<file path="config.mk">
export PLATFORM = sky130hd
export DESIGN_NAME = usf_ctrl
export DESIGN_NICKNAME = d
export VERILOG_FILES = /design/src/inc/usf_pkg.sv /design/src/hdl/usf_rx_match.sv /design/src/hdl/usf_tx_flow.sv /design/src/hdl/usf_ctrl.sv
export SDC_FILE = /design/constraint.sdc
export NUM_CORES = 1
export LEC_CHECK = 0
export BUFFER_PORTS_ARGS = -buffer_cell sky130_fd_sc_hd__buf_2
export CORE_MARGIN = 2
export CORE_UTILIZATION = 42
export DETAILED_ROUTE_END_ITERATION = 10
export SYNTH_ARGS = -nofsm -noshare
export SYNTH_HDL_FRONTEND = slang
export SYNTH_SLANG_ARGS = --single-unit
</file>
<file path="constraint.sdc">
create_clock -name core_clk -period 6.57 [get_ports core_clk]
set_input_delay 0.3285 -clock core_clk [delete_from_list [all_inputs] [get_ports core_clk]]
set_output_delay 0.3285 -clock core_clk [all_outputs]
set_load 0.02 [all_outputs]
</file>
<file path="src/inc/usf_pkg.sv">
// Constants, types and helpers of the flow-control block
package usf_pkg;

  ////////////////////////////////////////////////////////////////////////////
  // Register byte offsets
  localparam logic [7:0] OFF_EFC   = 8'h00;
  localparam logic [7:0] OFF_TXTHR = 8'h04;
  localparam logic [7:0] OFF_RES1  = 8'h08;
  localparam logic [7:0] OFF_RES2  = 8'h0c;
  localparam logic [7:0] OFF_PAU1  = 8'h10;
  localparam logic [7:0] OFF_PAU2  = 8'h14;
  localparam logic [7:0] OFF_IEM   = 8'h18;
  localparam logic [7:0] OFF_IST   = 8'h1c;
  localparam logic [7:0] OFF_FFC   = 8'h20;
  localparam logic [7:0] OFF_MDC   = 8'h24;
  localparam logic [7:0] OFF_STAT  = 8'h28;

  ////////////////////////////////////////////////////////////////////////////
  // Field positions and guarded masks
  localparam int unsigned ENH_BIT      = 4;
  localparam int unsigned SPEC_BIT     = 5;
  localparam int unsigned IST_TX_BIT   = 1;
  localparam int unsigned IST_SPEC_BIT = 4;
  localparam int unsigned IST_FLOW_BIT = 5;
  localparam logic [7:0]  IEM_GUARD    = 8'hf0;
  localparam logic [7:0]  IST_GUARD    = 8'h30;
  localparam logic [7:0]  FFC_GUARD    = 8'h30;
  localparam logic [7:0]  MDC_GUARD    = 8'he0;

  ////////////////////////////////////////////////////////////////////////////
  // Reset values and bus codes
  localparam logic [7:0] REG_RST     = 8'h00;
  localparam logic [7:0] SHADOW_TAG  = 8'ha5;
  localparam logic [1:0] RESP_OKAY   = 2'b00;
  localparam logic [1:0] RESP_SLVERR = 2'b10;
  localparam logic [7:0] LEVEL_MIN   = 8'h01;
  localparam logic [7:0] LEVEL_MAX   = 8'h80;

  ////////////////////////////////////////////////////////////////////////////
  // Pair selection of each direction
  typedef enum logic [1:0] {
    SEL_NONE   = 2'b00,
    SEL_SECOND = 2'b01,
    SEL_FIRST  = 2'b10,
    SEL_BOTH   = 2'b11
  } usf_sel_t;

  // Codes 0 and 1 give level 1; above 128 clamps
  function automatic logic [7:0] trig_level(input logic [7:0] code);
    logic [7:0] lvl;
    lvl = code;
    if (code < LEVEL_MIN) lvl = LEVEL_MIN;
    if (code > LEVEL_MAX) lvl = LEVEL_MAX;
    return lvl;
  endfunction : trig_level

  // Guarded bits hold unless enabled
  function automatic logic [7:0] guard_merge(input logic [7:0] old_v,
                                             input logic [7:0] new_v,
                                             input logic [7:0] mask,
                                             input logic       en);
    return en ? new_v : ((new_v & ~mask) | (old_v & mask));
  endfunction : guard_merge

endpackage : usf_pkg

</file>
<file path="src/hdl/usf_rx_match.sv">
// Receive compare against flow and special characters
`timescale 1ns/1ns
module usf_rx_match (
  // Clock and reset
  input  wire logic            core_clk,
  input  wire logic            rst_b,
  // Configuration
  input  wire usf_pkg::usf_sel_t rx_sel,
  input  wire logic            seq_mode,
  input  wire logic            spec_en,
  input  wire logic [7:0]      res1,
  input  wire logic [7:0]      res2,
  input  wire logic [7:0]      pau1,
  input  wire logic [7:0]      pau2,
  // Received character
  input  wire logic            char_valid,
  input  wire logic [7:0]      char_data,
  // Decisions, same cycle
  output logic                 is_ctrl,
  output logic                 got_pause,
  output logic                 got_resume,
  output logic                 got_special
);

  typedef struct packed {
    logic res_seen;
    logic pau_seen;
  } usf_match_st_t;

  usf_match_st_t s_q;
  usf_match_st_t s_d;

  logic m_r1;
  logic m_r2;
  logic m_p1;
  logic m_p2;
  logic use1;
  logic use2;

  // Bit 0 of stored character meets received LSB
  assign m_r1 = (char_data == res1);
  assign m_r2 = (char_data == res2);
  assign m_p1 = (char_data == pau1);
  assign m_p2 = (char_data == pau2);
  assign use1 = rx_sel[1];
  assign use2 = rx_sel[0];

  always_comb begin
    s_d         = s_q;
    got_pause   = 1'b0;
    got_resume  = 1'b0;
    is_ctrl     = 1'b0;
    got_special = char_valid && spec_en && m_p2;
    if (char_valid) begin
      is_ctrl = (use1 && (m_r1 || m_p1)) || (use2 && (m_r2 || m_p2));
      if (rx_sel == usf_pkg::SEL_BOTH && seq_mode) begin
        // Sequences: first then second
        got_resume = m_r2 && s_q.res_seen;
        got_pause  = m_p2 && s_q.pau_seen;
        s_d.res_seen = m_r1;
        s_d.pau_seen = m_p1;
      end else begin
        got_resume = (use1 && m_r1) || (use2 && m_r2);
        got_pause  = (use1 && m_p1) || (use2 && m_p2);
        s_d.res_seen = 1'b0;
        s_d.pau_seen = 1'b0;
      end
    end
    if (rx_sel != usf_pkg::SEL_BOTH) begin
      s_d.res_seen = 1'b0;
      s_d.pau_seen = 1'b0;
    end
  end

  always_ff @(posedge core_clk or negedge rst_b) begin
    if (!rst_b) begin
      s_q <= '0;
    end else begin
      s_q <= s_d;
    end
  end

endmodule : usf_rx_match

</file>
<file path="src/hdl/usf_tx_flow.sv">
// Sequencer for outgoing pause and resume characters
`timescale 1ns/1ns
module usf_tx_flow (
  // Clock and reset
  input  wire logic            core_clk,
  input  wire logic            rst_b,
  // Configuration
  input  wire usf_pkg::usf_sel_t tx_sel,
  input  wire logic [7:0]      res1,
  input  wire logic [7:0]      res2,
  input  wire logic [7:0]      pau1,
  input  wire logic [7:0]      pau2,
  // Requests from receive fill logic
  input  wire logic            send_pause,
  input  wire logic            send_resume,
  // Character out to transmitter
  input  wire logic            out_ready,
  output logic                 out_valid,
  output logic [7:0]           out_char
);

  typedef enum logic [1:0] {
    TX_IDLE = 2'b00,
    TX_ONE  = 2'b01,
    TX_TWO  = 2'b10
  } usf_txst_t;

  typedef struct packed {
    usf_txst_t  st;
    logic       pend_pause;
    logic       pend_resume;
    logic       is_pause;
    logic       valid;
    logic [7:0] data;
  } usf_tx_st_t;

  usf_tx_st_t s_q;
  usf_tx_st_t s_d;

  assign out_valid = s_q.valid;
  assign out_char  = s_q.data;

  always_comb begin
    s_d = s_q;
    // Newest request replaces the opposite one
    if (send_pause) begin
      s_d.pend_pause  = 1'b1;
      s_d.pend_resume = 1'b0;
    end else if (send_resume) begin
      s_d.pend_resume = 1'b1;
      s_d.pend_pause  = 1'b0;
    end
    unique case (s_q.st)
      TX_IDLE: begin
        if (tx_sel == usf_pkg::SEL_NONE) begin
          s_d.pend_pause  = 1'b0;
          s_d.pend_resume = 1'b0;
        end else if (s_q.pend_pause || s_q.pend_resume) begin
          s_d.is_pause = s_q.pend_pause;
          if (s_q.pend_pause) begin
            s_d.pend_pause = send_pause;
          end else begin
            s_d.pend_resume = send_resume;
          end
          s_d.valid = 1'b1;
          s_d.st    = TX_ONE;
          if (tx_sel == usf_pkg::SEL_SECOND) begin
            s_d.data = s_q.pend_pause ? pau2 : res2;
          end else begin
            s_d.data = s_q.pend_pause ? pau1 : res1;
          end
        end
      end
      TX_ONE: begin
        if (out_ready) begin
          if (tx_sel == usf_pkg::SEL_BOTH) begin
            s_d.data = s_q.is_pause ? pau2 : res2;
            s_d.st   = TX_TWO;
          end else begin
            s_d.valid = 1'b0;
            s_d.st    = TX_IDLE;
          end
        end
      end
      TX_TWO: begin
        if (out_ready) begin
          s_d.valid = 1'b0;
          s_d.st    = TX_IDLE;
        end
      end
      default: begin
        s_d.valid = 1'b0;
        s_d.st    = TX_IDLE;
      end
    endcase
  end

  always_ff @(posedge core_clk or negedge rst_b) begin
    if (!rst_b) begin
      s_q <= '{st: TX_IDLE, default: '0};
    end else begin
      s_q <= s_d;
    end
  end

endmodule : usf_tx_flow

</file>
<file path="src/hdl/usf_ctrl.sv">
// Enhanced-feature and flow control registers behind AXI4-Lite
//
// Overview of operation
// - Special detect stores a second-pause match and flags status bit 4.
// - Flow chars compare bit for bit, bit 0 to the received LSB.
// - Special detect is off after reset.
// - Register writes change guarded bits only while the enhanced enable is one.
// - Setting the enhanced enable restores settings kept across reset.
// - The flow selection resets to zero.
// - Upper selection bits pick transmit: none, first, second or both pairs.
// - Lower selection bits pick receive compare: none, first, second or both pairs.
// - Codes 1011 and 0111 accept either pair; 1111 needs both in sequence.
// - Flow chars are control, not payload, while flow control is on.
// - The transmit threshold sets the transmit interrupt level in 128-byte mode.
// - Threshold codes 0 and 1 mean level 1, 0x80 means 128.
//
// The address map and the AXI4-Lite interface to the registers were left to the implementer.
`timescale 1ns/1ns
module usf_ctrl #(
  parameter int unsigned ADDR_W = 8
) (
  // Clock and reset
  input  wire logic              core_clk,
  input  wire logic              rst_b,

  // AXI4-Lite write address
  input  wire logic              s_axil_awvalid,
  output logic                   s_axil_awready,
  input  wire logic [ADDR_W-1:0] s_axil_awaddr,

  // AXI4-Lite write data
  input  wire logic              s_axil_wvalid,
  output logic                   s_axil_wready,
  input  wire logic [31:0]       s_axil_wdata,
  input  wire logic [3:0]        s_axil_wstrb,

  // AXI4-Lite write response
  output logic                   s_axil_bvalid,
  input  wire logic              s_axil_bready,
  output logic [1:0]             s_axil_bresp,

  // AXI4-Lite read
  input  wire logic              s_axil_arvalid,
  output logic                   s_axil_arready,
  input  wire logic [ADDR_W-1:0] s_axil_araddr,
  output logic                   s_axil_rvalid,
  input  wire logic              s_axil_rready,
  output logic [31:0]            s_axil_rdata,
  output logic [1:0]             s_axil_rresp,

  // Receive character stream
  input  wire logic              rx_char_valid,
  input  wire logic [7:0]        rx_char_data,
  output logic                   rx_store_valid,
  output logic [7:0]             rx_store_data,

  // Transmit flow characters
  input  wire logic              flow_pause_req,
  input  wire logic              flow_resume_req,
  input  wire logic              flow_char_ready,
  output logic                   flow_char_valid,
  output logic [7:0]             flow_char_data,

  // Transmit FIFO state
  input  wire logic [7:0]        tx_fifo_level,
  input  wire logic              fifo_128_mode,

  // Status out
  output logic                   tx_halted,
  output logic                   irq
);

  ////////////////////////////////////////////////////////////////////////////
  // State

  typedef struct packed {
    logic              awready;
    logic              wready;
    logic              aw_got;
    logic              w_got;
    logic [ADDR_W-1:0] awaddr;
    logic [7:0]        wbyte;
    logic              wlane;

    logic              bvalid;
    logic [1:0]        bresp;

    logic              arready;
    logic              rvalid;
    logic [31:0]       rdata;
    logic [1:0]        rresp;

    logic [7:0]        efc;
    logic [7:0]        txthr;
    logic [7:0]        res1;
    logic [7:0]        res2;
    logic [7:0]        pau1;
    logic [7:0]        pau2;
    logic [7:0]        iem;
    logic [7:0]        ist;
    logic [7:0]        ffc;
    logic [7:0]        mdc;

    logic              tx_halt;
    logic              tx_cond;
    logic              store_valid;
    logic [7:0]        store_data;
    logic              irq;
  } usf_ctrl_st_t;

  // Survives reset, so it has none
  typedef struct packed {
    logic [7:0] tag;
    logic [7:0] iem;
    logic [7:0] ffc;
    logic [7:0] mdc;
  } usf_shadow_t;

  usf_ctrl_st_t s_q;
  usf_ctrl_st_t s_d;
  usf_shadow_t  sh_q;
  usf_shadow_t  sh_d;

  logic m_ctrl;
  logic m_pause;
  logic m_resume;
  logic m_special;
  logic tx_busy;

  ////////////////////////////////////////////////////////////////////////////
  // Helpers

  usf_pkg::usf_sel_t rx_sel;
  usf_pkg::usf_sel_t tx_sel;

  assign tx_sel = usf_pkg::usf_sel_t'(s_q.efc[3:2]);
  assign rx_sel = usf_pkg::usf_sel_t'(s_q.efc[1:0]);

  usf_rx_match u_rx_match (
    .core_clk    (core_clk),
    .rst_b       (rst_b),
    .rx_sel      (rx_sel),
    .seq_mode    (tx_sel == usf_pkg::SEL_BOTH),
    .spec_en     (s_q.efc[usf_pkg::SPEC_BIT]),
    .res1        (s_q.res1),
    .res2        (s_q.res2),
    .pau1        (s_q.pau1),
    .pau2        (s_q.pau2),
    .char_valid  (rx_char_valid),
    .char_data   (rx_char_data),
    .is_ctrl     (m_ctrl),
    .got_pause   (m_pause),
    .got_resume  (m_resume),
    .got_special (m_special)
  );

  usf_tx_flow u_tx_flow (
    .core_clk    (core_clk),
    .rst_b       (rst_b),
    .tx_sel      (tx_sel),
    .res1        (s_q.res1),
    .res2        (s_q.res2),
    .pau1        (s_q.pau1),
    .pau2        (s_q.pau2),
    .send_pause  (flow_pause_req),
    .send_resume (flow_resume_req),
    .out_ready   (flow_char_ready),
    .out_valid   (flow_char_valid),
    .out_char    (flow_char_data)
  );

  assign tx_busy = flow_char_valid;

  ////////////////////////////////////////////////////////////////////////////
  // Next state

  always_comb begin
    logic       enh;
    logic       tx_now;
    logic [7:0] clr;
    logic [7:0] rd;
    logic       hit;

    enh    = s_q.efc[usf_pkg::ENH_BIT];
    tx_now = 1'b0;
    clr    = '0;
    rd     = '0;
    hit    = 1'b1;
    s_d    = s_q;
    sh_d   = sh_q;

    // Responses leave on their handshake
    if (s_axil_bready) s_d.bvalid = 1'b0;
    if (s_axil_rready) s_d.rvalid = 1'b0;

    // Address and data in either order
    if (s_axil_awvalid && s_q.awready) begin
      s_d.awaddr = s_axil_awaddr;
      s_d.aw_got = 1'b1;
    end
    if (s_axil_wvalid && s_q.wready) begin
      s_d.wbyte  = s_axil_wdata[7:0];
      s_d.wlane  = s_axil_wstrb[0];
      s_d.w_got  = 1'b1;
    end

    // Write once both halves are held
    if (s_q.aw_got && s_q.w_got && !s_q.bvalid) begin
      s_d.aw_got = 1'b0;
      s_d.w_got  = 1'b0;
      s_d.bvalid = 1'b1;
      s_d.bresp  = usf_pkg::RESP_OKAY;
      unique case (s_q.awaddr)
        usf_pkg::OFF_EFC: begin
          if (s_q.wlane) begin
            s_d.efc = s_q.wbyte;
            if (!enh && s_q.wbyte[usf_pkg::ENH_BIT] &&
                sh_q.tag == usf_pkg::SHADOW_TAG) begin
              s_d.iem = usf_pkg::guard_merge(sh_q.iem, s_q.iem, usf_pkg::IEM_GUARD, 1'b0);
              s_d.ffc = usf_pkg::guard_merge(sh_q.ffc, s_q.ffc, usf_pkg::FFC_GUARD, 1'b0);
              s_d.mdc = usf_pkg::guard_merge(sh_q.mdc, s_q.mdc, usf_pkg::MDC_GUARD, 1'b0);
            end
          end
        end
        usf_pkg::OFF_TXTHR: if (s_q.wlane) s_d.txthr = s_q.wbyte;
        usf_pkg::OFF_RES1:  if (s_q.wlane) s_d.res1 = s_q.wbyte;
        usf_pkg::OFF_RES2:  if (s_q.wlane) s_d.res2 = s_q.wbyte;
        usf_pkg::OFF_PAU1:  if (s_q.wlane) s_d.pau1 = s_q.wbyte;
        usf_pkg::OFF_PAU2:  if (s_q.wlane) s_d.pau2 = s_q.wbyte;
        usf_pkg::OFF_IEM: begin
          if (s_q.wlane) s_d.iem = usf_pkg::guard_merge(s_q.iem, s_q.wbyte,
                                                       usf_pkg::IEM_GUARD, enh);
        end
        usf_pkg::OFF_IST: begin
          if (s_q.wlane) clr = s_q.wbyte & (enh ? 8'hff : ~usf_pkg::IST_GUARD);
        end
        usf_pkg::OFF_FFC: begin
          if (s_q.wlane) s_d.ffc = usf_pkg::guard_merge(s_q.ffc, s_q.wbyte,
                                                       usf_pkg::FFC_GUARD, enh);
        end
        usf_pkg::OFF_MDC: begin
          if (s_q.wlane) s_d.mdc = usf_pkg::guard_merge(s_q.mdc, s_q.wbyte,
                                                       usf_pkg::MDC_GUARD, enh);
        end
        usf_pkg::OFF_STAT: ;
        default:           s_d.bresp = usf_pkg::RESP_SLVERR;
      endcase
    end
    s_d.awready = !s_d.aw_got && !s_d.bvalid;
    s_d.wready  = !s_d.w_got && !s_d.bvalid;

    // Register read
    if (s_axil_arvalid && s_q.arready) begin
      unique case (s_axil_araddr)
        usf_pkg::OFF_EFC:   rd = s_q.efc;
        usf_pkg::OFF_TXTHR: rd = s_q.txthr;
        usf_pkg::OFF_RES1:  rd = s_q.res1;
        usf_pkg::OFF_RES2:  rd = s_q.res2;
        usf_pkg::OFF_PAU1:  rd = s_q.pau1;
        usf_pkg::OFF_PAU2:  rd = s_q.pau2;
        usf_pkg::OFF_IEM:   rd = s_q.iem;
        usf_pkg::OFF_IST:   rd = s_q.ist;
        usf_pkg::OFF_FFC:   rd = s_q.ffc;
        usf_pkg::OFF_MDC:   rd = s_q.mdc;
        usf_pkg::OFF_STAT:  rd = {5'h00, enh, tx_busy, s_q.tx_halt};
        default:            hit = 1'b0;
      endcase
      s_d.rvalid = 1'b1;
      s_d.rdata  = {24'h000000, rd};
      s_d.rresp  = hit ? usf_pkg::RESP_OKAY : usf_pkg::RESP_SLVERR;
    end
    s_d.arready = !s_d.rvalid;

    // Shadow follows guarded bits while enabled
    if (s_d.efc[usf_pkg::ENH_BIT]) begin
      sh_d.tag = usf_pkg::SHADOW_TAG;
      sh_d.iem = s_d.iem;
      sh_d.ffc = s_d.ffc;
      sh_d.mdc = s_d.mdc;
    end

    // Status clear first, so a same-cycle event wins
    s_d.ist = s_q.ist & ~clr;

    // Control characters are not stored unless special
    s_d.store_valid = rx_char_valid && (!m_ctrl || m_special);
    s_d.store_data  = rx_char_data;
    if (m_special) s_d.ist[usf_pkg::IST_SPEC_BIT] = 1'b1;
    if (m_pause || m_resume) s_d.ist[usf_pkg::IST_FLOW_BIT] = 1'b1;

    // Remote pause halts transmit until resume or receive selection none
    if (m_pause) s_d.tx_halt = 1'b1;
    if (m_resume || rx_sel == usf_pkg::SEL_NONE) s_d.tx_halt = 1'b0;

    // Transmit level event on entering the condition
    if (fifo_128_mode) begin
      tx_now = (usf_pkg::LEVEL_MAX - tx_fifo_level) >= usf_pkg::trig_level(s_q.txthr);
    end else begin
      tx_now = (tx_fifo_level == 8'h00);
    end
    s_d.tx_cond = tx_now;
    if (tx_now && !s_q.tx_cond) s_d.ist[usf_pkg::IST_TX_BIT] = 1'b1;

    s_d.irq = |(s_d.ist & s_d.iem);
  end

  ////////////////////////////////////////////////////////////////////////////
  // Registers

  always_ff @(posedge core_clk or negedge rst_b) begin
    if (!rst_b) begin
      s_q     <= '0;
      s_q.efc <= usf_pkg::REG_RST;
    end else begin
      s_q <= s_d;
    end
  end

  always_ff @(posedge core_clk) begin
    sh_q <= sh_d;
  end

  ////////////////////////////////////////////////////////////////////////////
  // Outputs

  assign s_axil_awready = s_q.awready;
  assign s_axil_wready  = s_q.wready;
  assign s_axil_bvalid  = s_q.bvalid;
  assign s_axil_bresp   = s_q.bresp;
  assign s_axil_arready = s_q.arready;
  assign s_axil_rvalid  = s_q.rvalid;
  assign s_axil_rdata   = s_q.rdata;
  assign s_axil_rresp   = s_q.rresp;

  assign rx_store_valid = s_q.store_valid;
  assign rx_store_data  = s_q.store_data;
  assign tx_halted      = s_q.tx_halt;
  assign irq            = s_q.irq;

endmodule : usf_ctrl

</file>
==> metrics, run 1 <==
RR Startpoint s_q[81]; # diodes 0; hold worst-path end rx_store_data[4]; Hold Path Stages 1; CP Data Arrival Time approximately 3.1 ns; layout cells sized above 1 0.281; setup_tns 0 ns; die area just over 20,000 sq um; Detail Placement HPWL 16.0 mm; multi-input logic area between 3000 and 4000 sq um; First DRT Iteration DRCs approximately 730; Max stage delay cell, worst path or4b_1; DRT antenna net count 0; core box area ~19,000 sq um; first-pass GRT wire length between 30 and 40 mm; largest net degree at the start of global routing 81; area share of the leading cell type in the synthesized netlist 0.435; Power Internal around 0.0019 W; postcts setup bufs 0; crit path cell chain nor4_1 > a21oi_1 > nor2_1 > ha_1 > nor3b_1 > o21ai_0 > a211oi_1 > or3_1 > nor3_1 > or4b_1; EDFF count, synth 9; Slew Viols, Final 0; antenna violations before repair 1; area post-placement roughly 8500 sq um; mapped cell area approximately 8000 sq um; die span in y around 140 um; worst slew pin tran about 1.2 ns; commonest non-fill, non-tap cell in the layout dfrtp_1; hold_buf cts 1; worst rel slew slack 0.217; # setup viols final 0; Pwr Total approximately 0.0029 W; Reg clk slew, reported paths ~0.060 ns; Initial Util 0.432; CP Launch Type flop; reg2reg end irq; most area-consuming cells after synthesis dfrtp_1 (44%), mux2_2 (11%), buf_4 (5.0%); Synth cell types 69; Crit. End Element flop; register area 3820 sq um; Final Cycle Share 0.431; R2R Setup Slk about 3.7 ns; sequential share of the synthesized area 0.468; Async S/R FF share, synth 0.940; Port-buffer cells 87; Bufs on Longest Clock Path 2; CP max FO 4; chip width 143 um; RSZ-0062 raised after global routing no; nets between 800 and 900; Yosys warning total 0; post-synthesis cell type with the largest combined area dfrtp_1; slowest stage delay, CP a little under 0.6 ns; Seq cells post-synth 151; PnR worst setup slack 3.74 ns; total CTS buffers 17; Via density a little under 6; vias in the first global route 6,180; CP Class flop to flop; Comb power frac 0.182; final hold viol count 0; CTS tree done; Via Count ~6,200; Hold Path Class input port to flop; Syn Area/Cell around 11 sq um; final WL ~22 mm; status finished clean; NetSw 0.000969 W; post-layout min period roughly 2.8 ns; post-DR wirelength/cell roughly 21 um; clock latency at the later pin of the worst-skew pair approximately 0.44 ns; clock network fraction of total power 0.336; min-delay src rx_char_data[4]; drt drc 0; maximum VDD drop 222 uV; Min Hold Slack just over 0.1 ns; worst path buffer plus inverter count 0; Top Ports roughly 140; Seq pwr share 0.482; Sink Count approximately 150; gr ovfl total 0; Synth Flop Type dfrtp_1; area added between synthesis and finish 11.3%; Worst EP required ~6.9 ns; post-place setup slack about 3.5 ns; # rows 50; highest-count cells in the layout ignoring fill and taps dfrtp_1 (142), buf_2 (86), mux2_2 (79), nand2_1 (49), nor2_1 (48); design area a little over 9000 sq um; Post-CTS Resized 0; pwr dens around 320 nW/um^2; drt first pass iters 6; fmax 353 MHz; GRT Total Usage 0.224; Fill cells 1,768; root buffer cell clkbuf_16; H-tree depth 4; # Max-Cap Violations 0; depth of the worst register-to-register path 10; sw frac 0.337; post-synthesis instance total 742; CP top delay family simple AND/OR/NAND/NOR gates; clock skew about 0.017 ns; RD Place Congestion a little over 0.9; leakage between 3 and 4 nW
-- worst reg2reg max path, delay by kind of cell (launching register included) --
| kind | cells | cell delay (ns) |
|---|---|---|
| and+or+nand+nor | 6 | 1.52 |
| DFF | 1 | 0.46 |
| AOI/OAI and AO/OA | 3 | 0.47 |
| adders and majority gates | 1 | 0.23 |
-- power by group through the flow --
stage	combinational, W	clock (W)	sequential, W
after floorplan	0.000520	0	0.00122
after global placement	0.000509	0	0.00138
after detailed placement	0.000525	0	0.00139
after CTS	0.000527	0.000979	0.00137
after global routing	0.000579	0.00103	0.00141
final	0.000522	0.000965	0.00138
-- layer usage --
layer  global-route usage  vias to the layer above  share of wire
met3               0.0410                       39          0.072
met1                0.305                     3098           0.44
met5                    0                        -        0.00050
met4               0.0707                        2          0.018
met2                0.365                      323           0.47
li1                     -                     2756              -
-- worst max-delay path by stage --
stage | startpoint | endpoint | slack (ns) | cells past startpoint
floorplan | tx_fifo_level[2] | irq | 4.02 | 10
global placement | tx_fifo_level[2] | irq | 3.49 | 11
detailed placement | tx_fifo_level[2] | irq | 3.45 | 11
CTS | s_q[81] | irq | 3.75 | 10
global route | s_q[145] | sh_q[13] | 3.55 | 6
finish | s_q[81] | irq | 3.74 | 10
-- kinds of logic (layout without fill, tap and decap cells) --
family / after synthesis / in the layout / synth area share
mux: 101 / 101 / 0.148
xor+xnor: 38 / 38 / 0.0408
fa+ha+maj: 9 / 9 / 0.0138
compound gates: 135 / 135 / 0.116
other cells: 1 / 26 / 0.000459
simple gates: 204 / 204 / 0.139
flops: 151 / 151 / 0.468
buf+inv: 103 / 134 / 0.0728
-- through the flow --
| stage | cells | utilization |
|---|---|---|
| finish | 1058 | 0.481 |
| global route | 1058 | 0.481 |
| CTS | 1058 | 0.481 |
| detailed placement | 1026 | 0.449 |
| global placement | 1026 | 0.449 |
| floorplan | 767 | - |
-- state kept, by name (all words and copies together) (netlist names), 2 cells and up, named ones only --
register            count
rx_sel                  2
rx_store_data           8
s_axil_rdata            8
s_q                    89
sh_q                    9
u_rx_match.s_q          2
u_tx_flow.out_char      8
u_tx_flow.s_q           5
-- cell type report --
class	count	share of cell area
flip-flops and latches	151	0.421
repair buffers	89	0.0506
clock inverters	10	0.0103
inverters	14	0.00579
multi-input cells	513	0.422
clock buffers	21	0.0541
well taps	260	0.0358
-- cell usage after synthesis, drive strengths merged, types with 6 or more instances --
master,instances
a21boi,6
a21oi,29
a222oi,13
a22o,7
a22oi,20
a31oi,10
buf,60
clkbuf,29
dfrtp,142
edfxtp,9
ha,9
inv,14
mux2,79
mux2i,14
mux4,8
nand2,49
nand3,16
nand4,20
nor2,48
nor2b,7
nor3,12
nor4,10
nor4b,6
o21ai,24
xnor2,36
Note: power is estimated with default switching activity, not from simulation.
==> inputs of run 2 (changes only) <==
Settings changed: ABC_AREA set to 1.
Clock period 6.57 ns to 2.45 ns, I/O delays scaled along.
==> run 2 against run 1 <==
Register-to-register slack got worse by 3.5 ns. First-iteration DRC count increased by 1.4%. Power increased to 3.0 times the previous value. Critical path type unchanged. Largest power group unchanged.
==> metrics, run 2 <==
status finished clean; final hold viol count 0; biggest regs s_q: 89 flops, sh_q: 9 flops; total CTS buffers 17; Top reg by flops s_q; Crit. End Element flop; worst slew pin tran between 0.6 and 0.7 ns; mapped cell area around 8500 sq um; fmax about 460 MHz; worst path buffer plus inverter count 1; core box area about 20,000 sq um; die span in y ~150 um; Synth Flop Type dfrtp_1; post-DR wirelength/cell approximately 17 um; Fill cells around 1,900; Top Ports between 100 and 150; root buffer cell clkbuf_16; # Max-Cap Violations 0; Seq cells post-synth between 150 and 200; CP top delay family simple AND/OR/NAND/NOR gates; Via Count about 8,000; area post-placement between 9000 and 10,000 sq um; maximum VDD drop a little over 500 uV; Syn Area/Cell about 7.7 sq um; Port-buffer cells just under 90; die area between 20,000 and 25,000 sq um; post-layout min period about 2.2 ns; Final Cycle Share 0.897; design area around 10000 sq um; Hold Path Stages 4; Synth cell types 47; sequential share of the synthesized area 0.452; most common cell in the synthesized netlist nand2_1; Detail Placement HPWL 18.7 mm; Comb power frac 0.291; top cells by count, synth nand2_1 (287), dfrtp_1 (142), inv_1 (134); depth of the worst register-to-register path 13; commonest non-fill, non-tap cell in the layout nand2_1; Via density 5.24; Hold Path Class input port to flop; post-synthesis instance total between 1,000 and 1,500; setup_tns 0 ns; RD Place Congestion ~0.94; max reg flops 89; clock skew 0.00970 ns; chip width between 100 and 150 um; leakage ~4.7 nW; Yosys warning total 0; clock network fraction of total power 0.312; final WL roughly 25 mm; Power Internal 0.00541 W; H-tree depth 4; CP max FO 5; pwr dens a little under 900 nW/um^2; GRT Total Usage 0.246; Initial Util 0.431; Sink Count between 150 and 200; largest net degree at the start of global routing 87; vias in the first global route 7,419; # diodes 0; post-place setup slack between 0.09 and 0.1 ns; CP Class flop to flop; antenna violations before repair 0; PnR worst setup slack 0.253 ns; area added between synthesis and finish 18.0%; cell count along the critical path 13; First DRT Iteration DRCs about 740; Async S/R FF share, synth 0.940; slowest stage delay, CP ~0.39 ns; Slew Viols, Final 0; clock latency at the later pin of the worst-skew pair between 0.4 and 0.5 ns; Bufs on Longest Clock Path 2; CP Data Arrival Time ~2.6 ns; most area-consuming cells after synthesis dfrtp_1 (42%), nand2_1 (13%), o21ai_0 (7.2%); nets 1,304; highest-count cells in the layout ignoring fill and taps nand2_1 (287), dfrtp_1 (142), inv_1 (134), o21ai_0 (120), buf_2 (86); Max stage delay cell, worst path dfrtp_1; EDFF count, synth 9; DRT antenna net count 0; post-synthesis cell type with the largest combined area dfrtp_1; Min Hold Slack between 0.03 and 0.04 ns; post-layout util 0.509; Reg clk slew, reported paths around 0.07 ns; gr ovfl total 0; most used cell along the critical path nand2_1; RSZ-0062 raised after global routing no; crit path cell chain nor4_2 > a31oi_1 > inv_1 > nand2_1 > ha_1 > nand2_1 > nor2_1 > nand4_1 > nand4_1 > nand2_1 > o21ai_1 > nand2_1 > nand3_1; first-pass GRT wire length 40.8 mm; Seq pwr share 0.397; sw frac 0.376; layout cells sized above 1 0.143; CP Launch Type flop; area share of the leading cell type in the synthesized netlist 0.420; # setup viols final 0; drt first pass iters 6; CTS tree done; drt drc 0; NetSw 0.00326 W; # rows 51; Worst EP required around 2.8 ns; worst rel slew slack 0.594
## run 2: timing repair
item	CTS	global route
hold endpoints to repair	124	0
setup endpoints to repair	0	1
gates resized for setup	0	2
buffers inserted	0	0
hold buffers	32	0
## run 2: final timing paths
kind | endpoint | slack [ns] | start
worst max-delay path | irq | 0.25 | s_q[79]
worst min-delay path | s_q[10] | 0.04 | fifo_128_mode
worst max register to register | irq | 0.25 | s_q[79]
worst min register to register | s_q[29] | 0.44 | s_q[10]
max in group asynchronous | s_q[148] | 1.56 | rst_b
min in group asynchronous | u_tx_flow.out_char[3] | 0.14 | rst_b
## run 2: logic make-up after synthesis
logic type,Yosys count,share of synthesized area
flip-flops,151,0.452
AND/OR/NAND/NOR,484,0.248
buffers and inverters,215,0.120
adder cells (fa/ha/maj),9,0.0133
other,1,0.000444
AO/OA/AOI/OAI,225,0.149
XOR/XNOR,16,0.0166
## run 2: cell type report
class / count / area [sq um] / share of cell area
Clock inverter: 14 / 173 / 0.0173
Tap cell: 265 / 332 / 0.0333
Clock buffer: 18 / 429 / 0.0430
Sequential cell: 151 / 3820 / 0.383
Inverter: 139 / 522 / 0.0523
Timing Repair Buffer: 146 / 977 / 0.0980
Multi-Input combinational cell: 760 / 3710 / 0.373
## run 2: power groups by stage
stage	Combinational (W)	Sequential (W)	Clock, W
finish	0.00252	0.00344	0.00270
global route	0.00285	0.00350	0.00285
CTS	0.00251	0.00343	0.00274
detailed placement	0.00246	0.00347	0
global placement	0.00243	0.00347	0
floorplan	0.00170	0.00339	0
## run 2: through the flow
step                      power (W)  std cells
after floorplan             0.00508       1126
after global placement      0.00590       1429
after detailed placement    0.00593       1429
after CTS                   0.00868       1493
after global routing        0.00919       1493
final                       0.00867       1493
## run 2: tightest hold or removal path, cell delays in order
cell	delay, ns
buf_2	0.11
nand4_1	0.08
nand2_1	0.07
inv_1	0.05
## run 2: per-layer routing
metal / up-vias / global-route usage / part of all wire
met2: 341 / 0.375 / 0.44
met5: - / 0 / 0
met1: 3663 / 0.355 / 0.47
met4: 0 / 0.0863 / 0.029
met3: 51 / 0.0376 / 0.064
li1: 3774 / - / -
==> inputs of run 3 (changes only) <==
--- a/config.mk
+++ b/config.mk
@@ -12,2 +12,3 @@
 export DETAILED_ROUTE_END_ITERATION = 10
+export PLACE_DENSITY = 0.67
 export SYNTH_ARGS = -nofsm -noshare
--- a/constraint.sdc
+++ b/constraint.sdc
@@ -3,2 +3,2 @@
 set_output_delay 0.1225 -clock core_clk [all_outputs]
-set_load 0.02 [all_outputs]
+set_load 0.05 [all_outputs]
==> run 3 against run 2 <==
Die area is the same. Global-route usage decreased by 1.2 points. Cell area down 0.35%. Non-clock buffer count shrank 4. Register-to-register slack got worse by 0.02 ns. Sequential share of layout area increased by 0.14 points. Largest power group unchanged. Highest routed layer unchanged. Core utilization fell by 0.18 points. Sequential cell count did not move. Combinational power grew 13%. Largest cell class unchanged. Hold slack better by 0.017 ns.
==> metrics, run 3 (synthesis gave the netlist of run 2 again) <==
status finished clean; post-route insts no fill 1,487; CP Data Arrival Time 2.59 ns; clock skew 0.0109 ns; CP Class flop to flop; Top reg by flops s_q; Detail Placement HPWL approximately 18 mm; first-pass GRT wire length roughly 39 mm; RSZ-0062 raised after global routing no; setup_tns 0 ns; antenna violations before repair 0; highest-count cells in the layout ignoring fill and taps nand2_1 (287), dfrtp_1 (142), inv_1 (134), o21ai_0 (120), buf_2 (86); Worst EP required approximately 2.8 ns; die span in y ~150 um; nets approximately 1,300; gr ovfl total 0; worst slew pin tran approximately 0.65 ns; GRT Total Usage 0.233; fmax 450 MHz; final WL between 20 and 25 mm; Top Ports roughly 140; post-DR wirelength/cell roughly 17 um; Via Count between 7,000 and 8,000; biggest regs s_q: 89 flops, sh_q: 9 flops; final hold viol count 0; core box area ~20,000 sq um; # diodes 0; CP max FO 5; Reg clk slew, reported paths approximately 0.06 ns; Bufs on Longest Clock Path 2; post-layout min period roughly 2.2 ns; placed cells roughly 1,400; Final Cycle Share 0.907; sw frac 0.396; Power Internal approximately 0.0054 W; clock network fraction of total power 0.294; vias in the first global route slightly above 7,000; worst rel slew slack 0.566; maximum VDD drop roughly 780 uV; Crit. End Element flop; # setup viols final 0; total CTS buffers 17; First DRT Iteration DRCs 750; postcts setup bufs 0; CP Launch Type flop; Hold Path Class input port to flop; max reg flops 89; NetSw ~0.0035 W; Slew Viols, Final 0; Port-buffer cells slightly below 90; Seq pwr share 0.386; # rows 51; # Max-Cap Violations 0; post-layout util 0.507; Sink Count 151; drt drc 0; die area 21,300 sq um; CTS tree done; largest net degree at the start of global routing 66; area added between synthesis and finish 17.6%; clock latency at the later pin of the worst-skew pair roughly 0.43 ns; Pwr Total 0.00893 W; chip width 146 um; commonest non-fill, non-tap cell in the layout nand2_1; RD Place Congestion approximately 0.93; pwr dens 899 nW/um^2; Initial Util 0.431; H-tree depth 4; layout cells sized above 1 0.137; Comb power frac 0.320; Via density around 5.3; drt first pass iters 5; root buffer cell clkbuf_16; leakage 4.63 nW; DRT antenna net count 0
-- run 3: cell types whose count changed in the layout (fill, tap and decap cells not counted), sizes merged --
cell,previous run,this run
bufinv,3,2
clkbuf,18,23
clkinv,10,7
inv,139,136
buf,114,110
-- run 3: layer usage --
layer | global-route usage | wire (um) | up-vias
met1 | 0.315 | 10600 | 3607
met3 | 0.0517 | 1980 | 65
met4 | 0.106 | 998 | 0
li1 | - | - | 3778
met2 | 0.359 | 11000 | 378
met5 | 0 | 0 | -
-- run 3: path summary, 6_finish.rpt --
kind / start / endpoint / slack (ns) / cells past startpoint
min in group asynchronous: rst_b / u_tx_flow.out_char[2] / 0.26 / 2
max in group asynchronous: rst_b / s_q[135] / 1.45 / 3
max: s_q[79] / irq / 0.23 / 13
min: tx_fifo_level[7] / s_q[10] / 0.05 / 4
min reg2reg: s_q[10] / s_q[29] / 0.45 / 1
max reg2reg: s_q[79] / irq / 0.23 / 13
-- run 3: stage by stage --
step                      cell area [sq um]  hold slack (ns)  setup WS (ns)
after floorplan                        8540           -0.173          0.406
after global placement                 9020            0.165          0.121
after detailed placement               9020            0.165         0.0290
after CTS                              9930           0.0383          0.155
after global routing                   9940           0.0915         0.0130
final                                  9940           0.0524          0.229
-- run 3: power groups by stage --
stage               clock network (W)  logic [W]  registers, W
global route                  0.00277    0.00314       0.00350
global placement                    0    0.00275       0.00346
CTS                           0.00267    0.00284       0.00343
finish                        0.00262    0.00286       0.00345
detailed placement                  0    0.00278       0.00347
floorplan                           0    0.00196       0.00348
-- run 3: area by class of cell --
type	count	area, sq um
fillers	1951	9650
flip-flops and latches	151	3820
multi-input cells	760	3710
repair buffers	142	960
inverters	139	522
clock buffers	23	489
well taps	265	332
clock inverters	7	95.1
-- run 3: critical path: stages, from the launching register on --
cell and delay, ns:
dfrtp_1 0.40, nor4_2 0.35, a31oi_1 0.15, inv_1 0.14, nand2_1 0.07, ha_1 0.29
nand2_1 0.06, nor2_1 0.11, nand4_1 0.09, nand4_1 0.09, nand2_1 0.08, o21ai_1 0.16
nand2_1 0.08, nand3_1 0.08
-- run 3: timing repair --
item	4_1_cts	5_1_grt
resized for setup	0	2
endpoints found under the hold margin	94	0
hold buffers	32	0
setup endpoints to repair	0	1
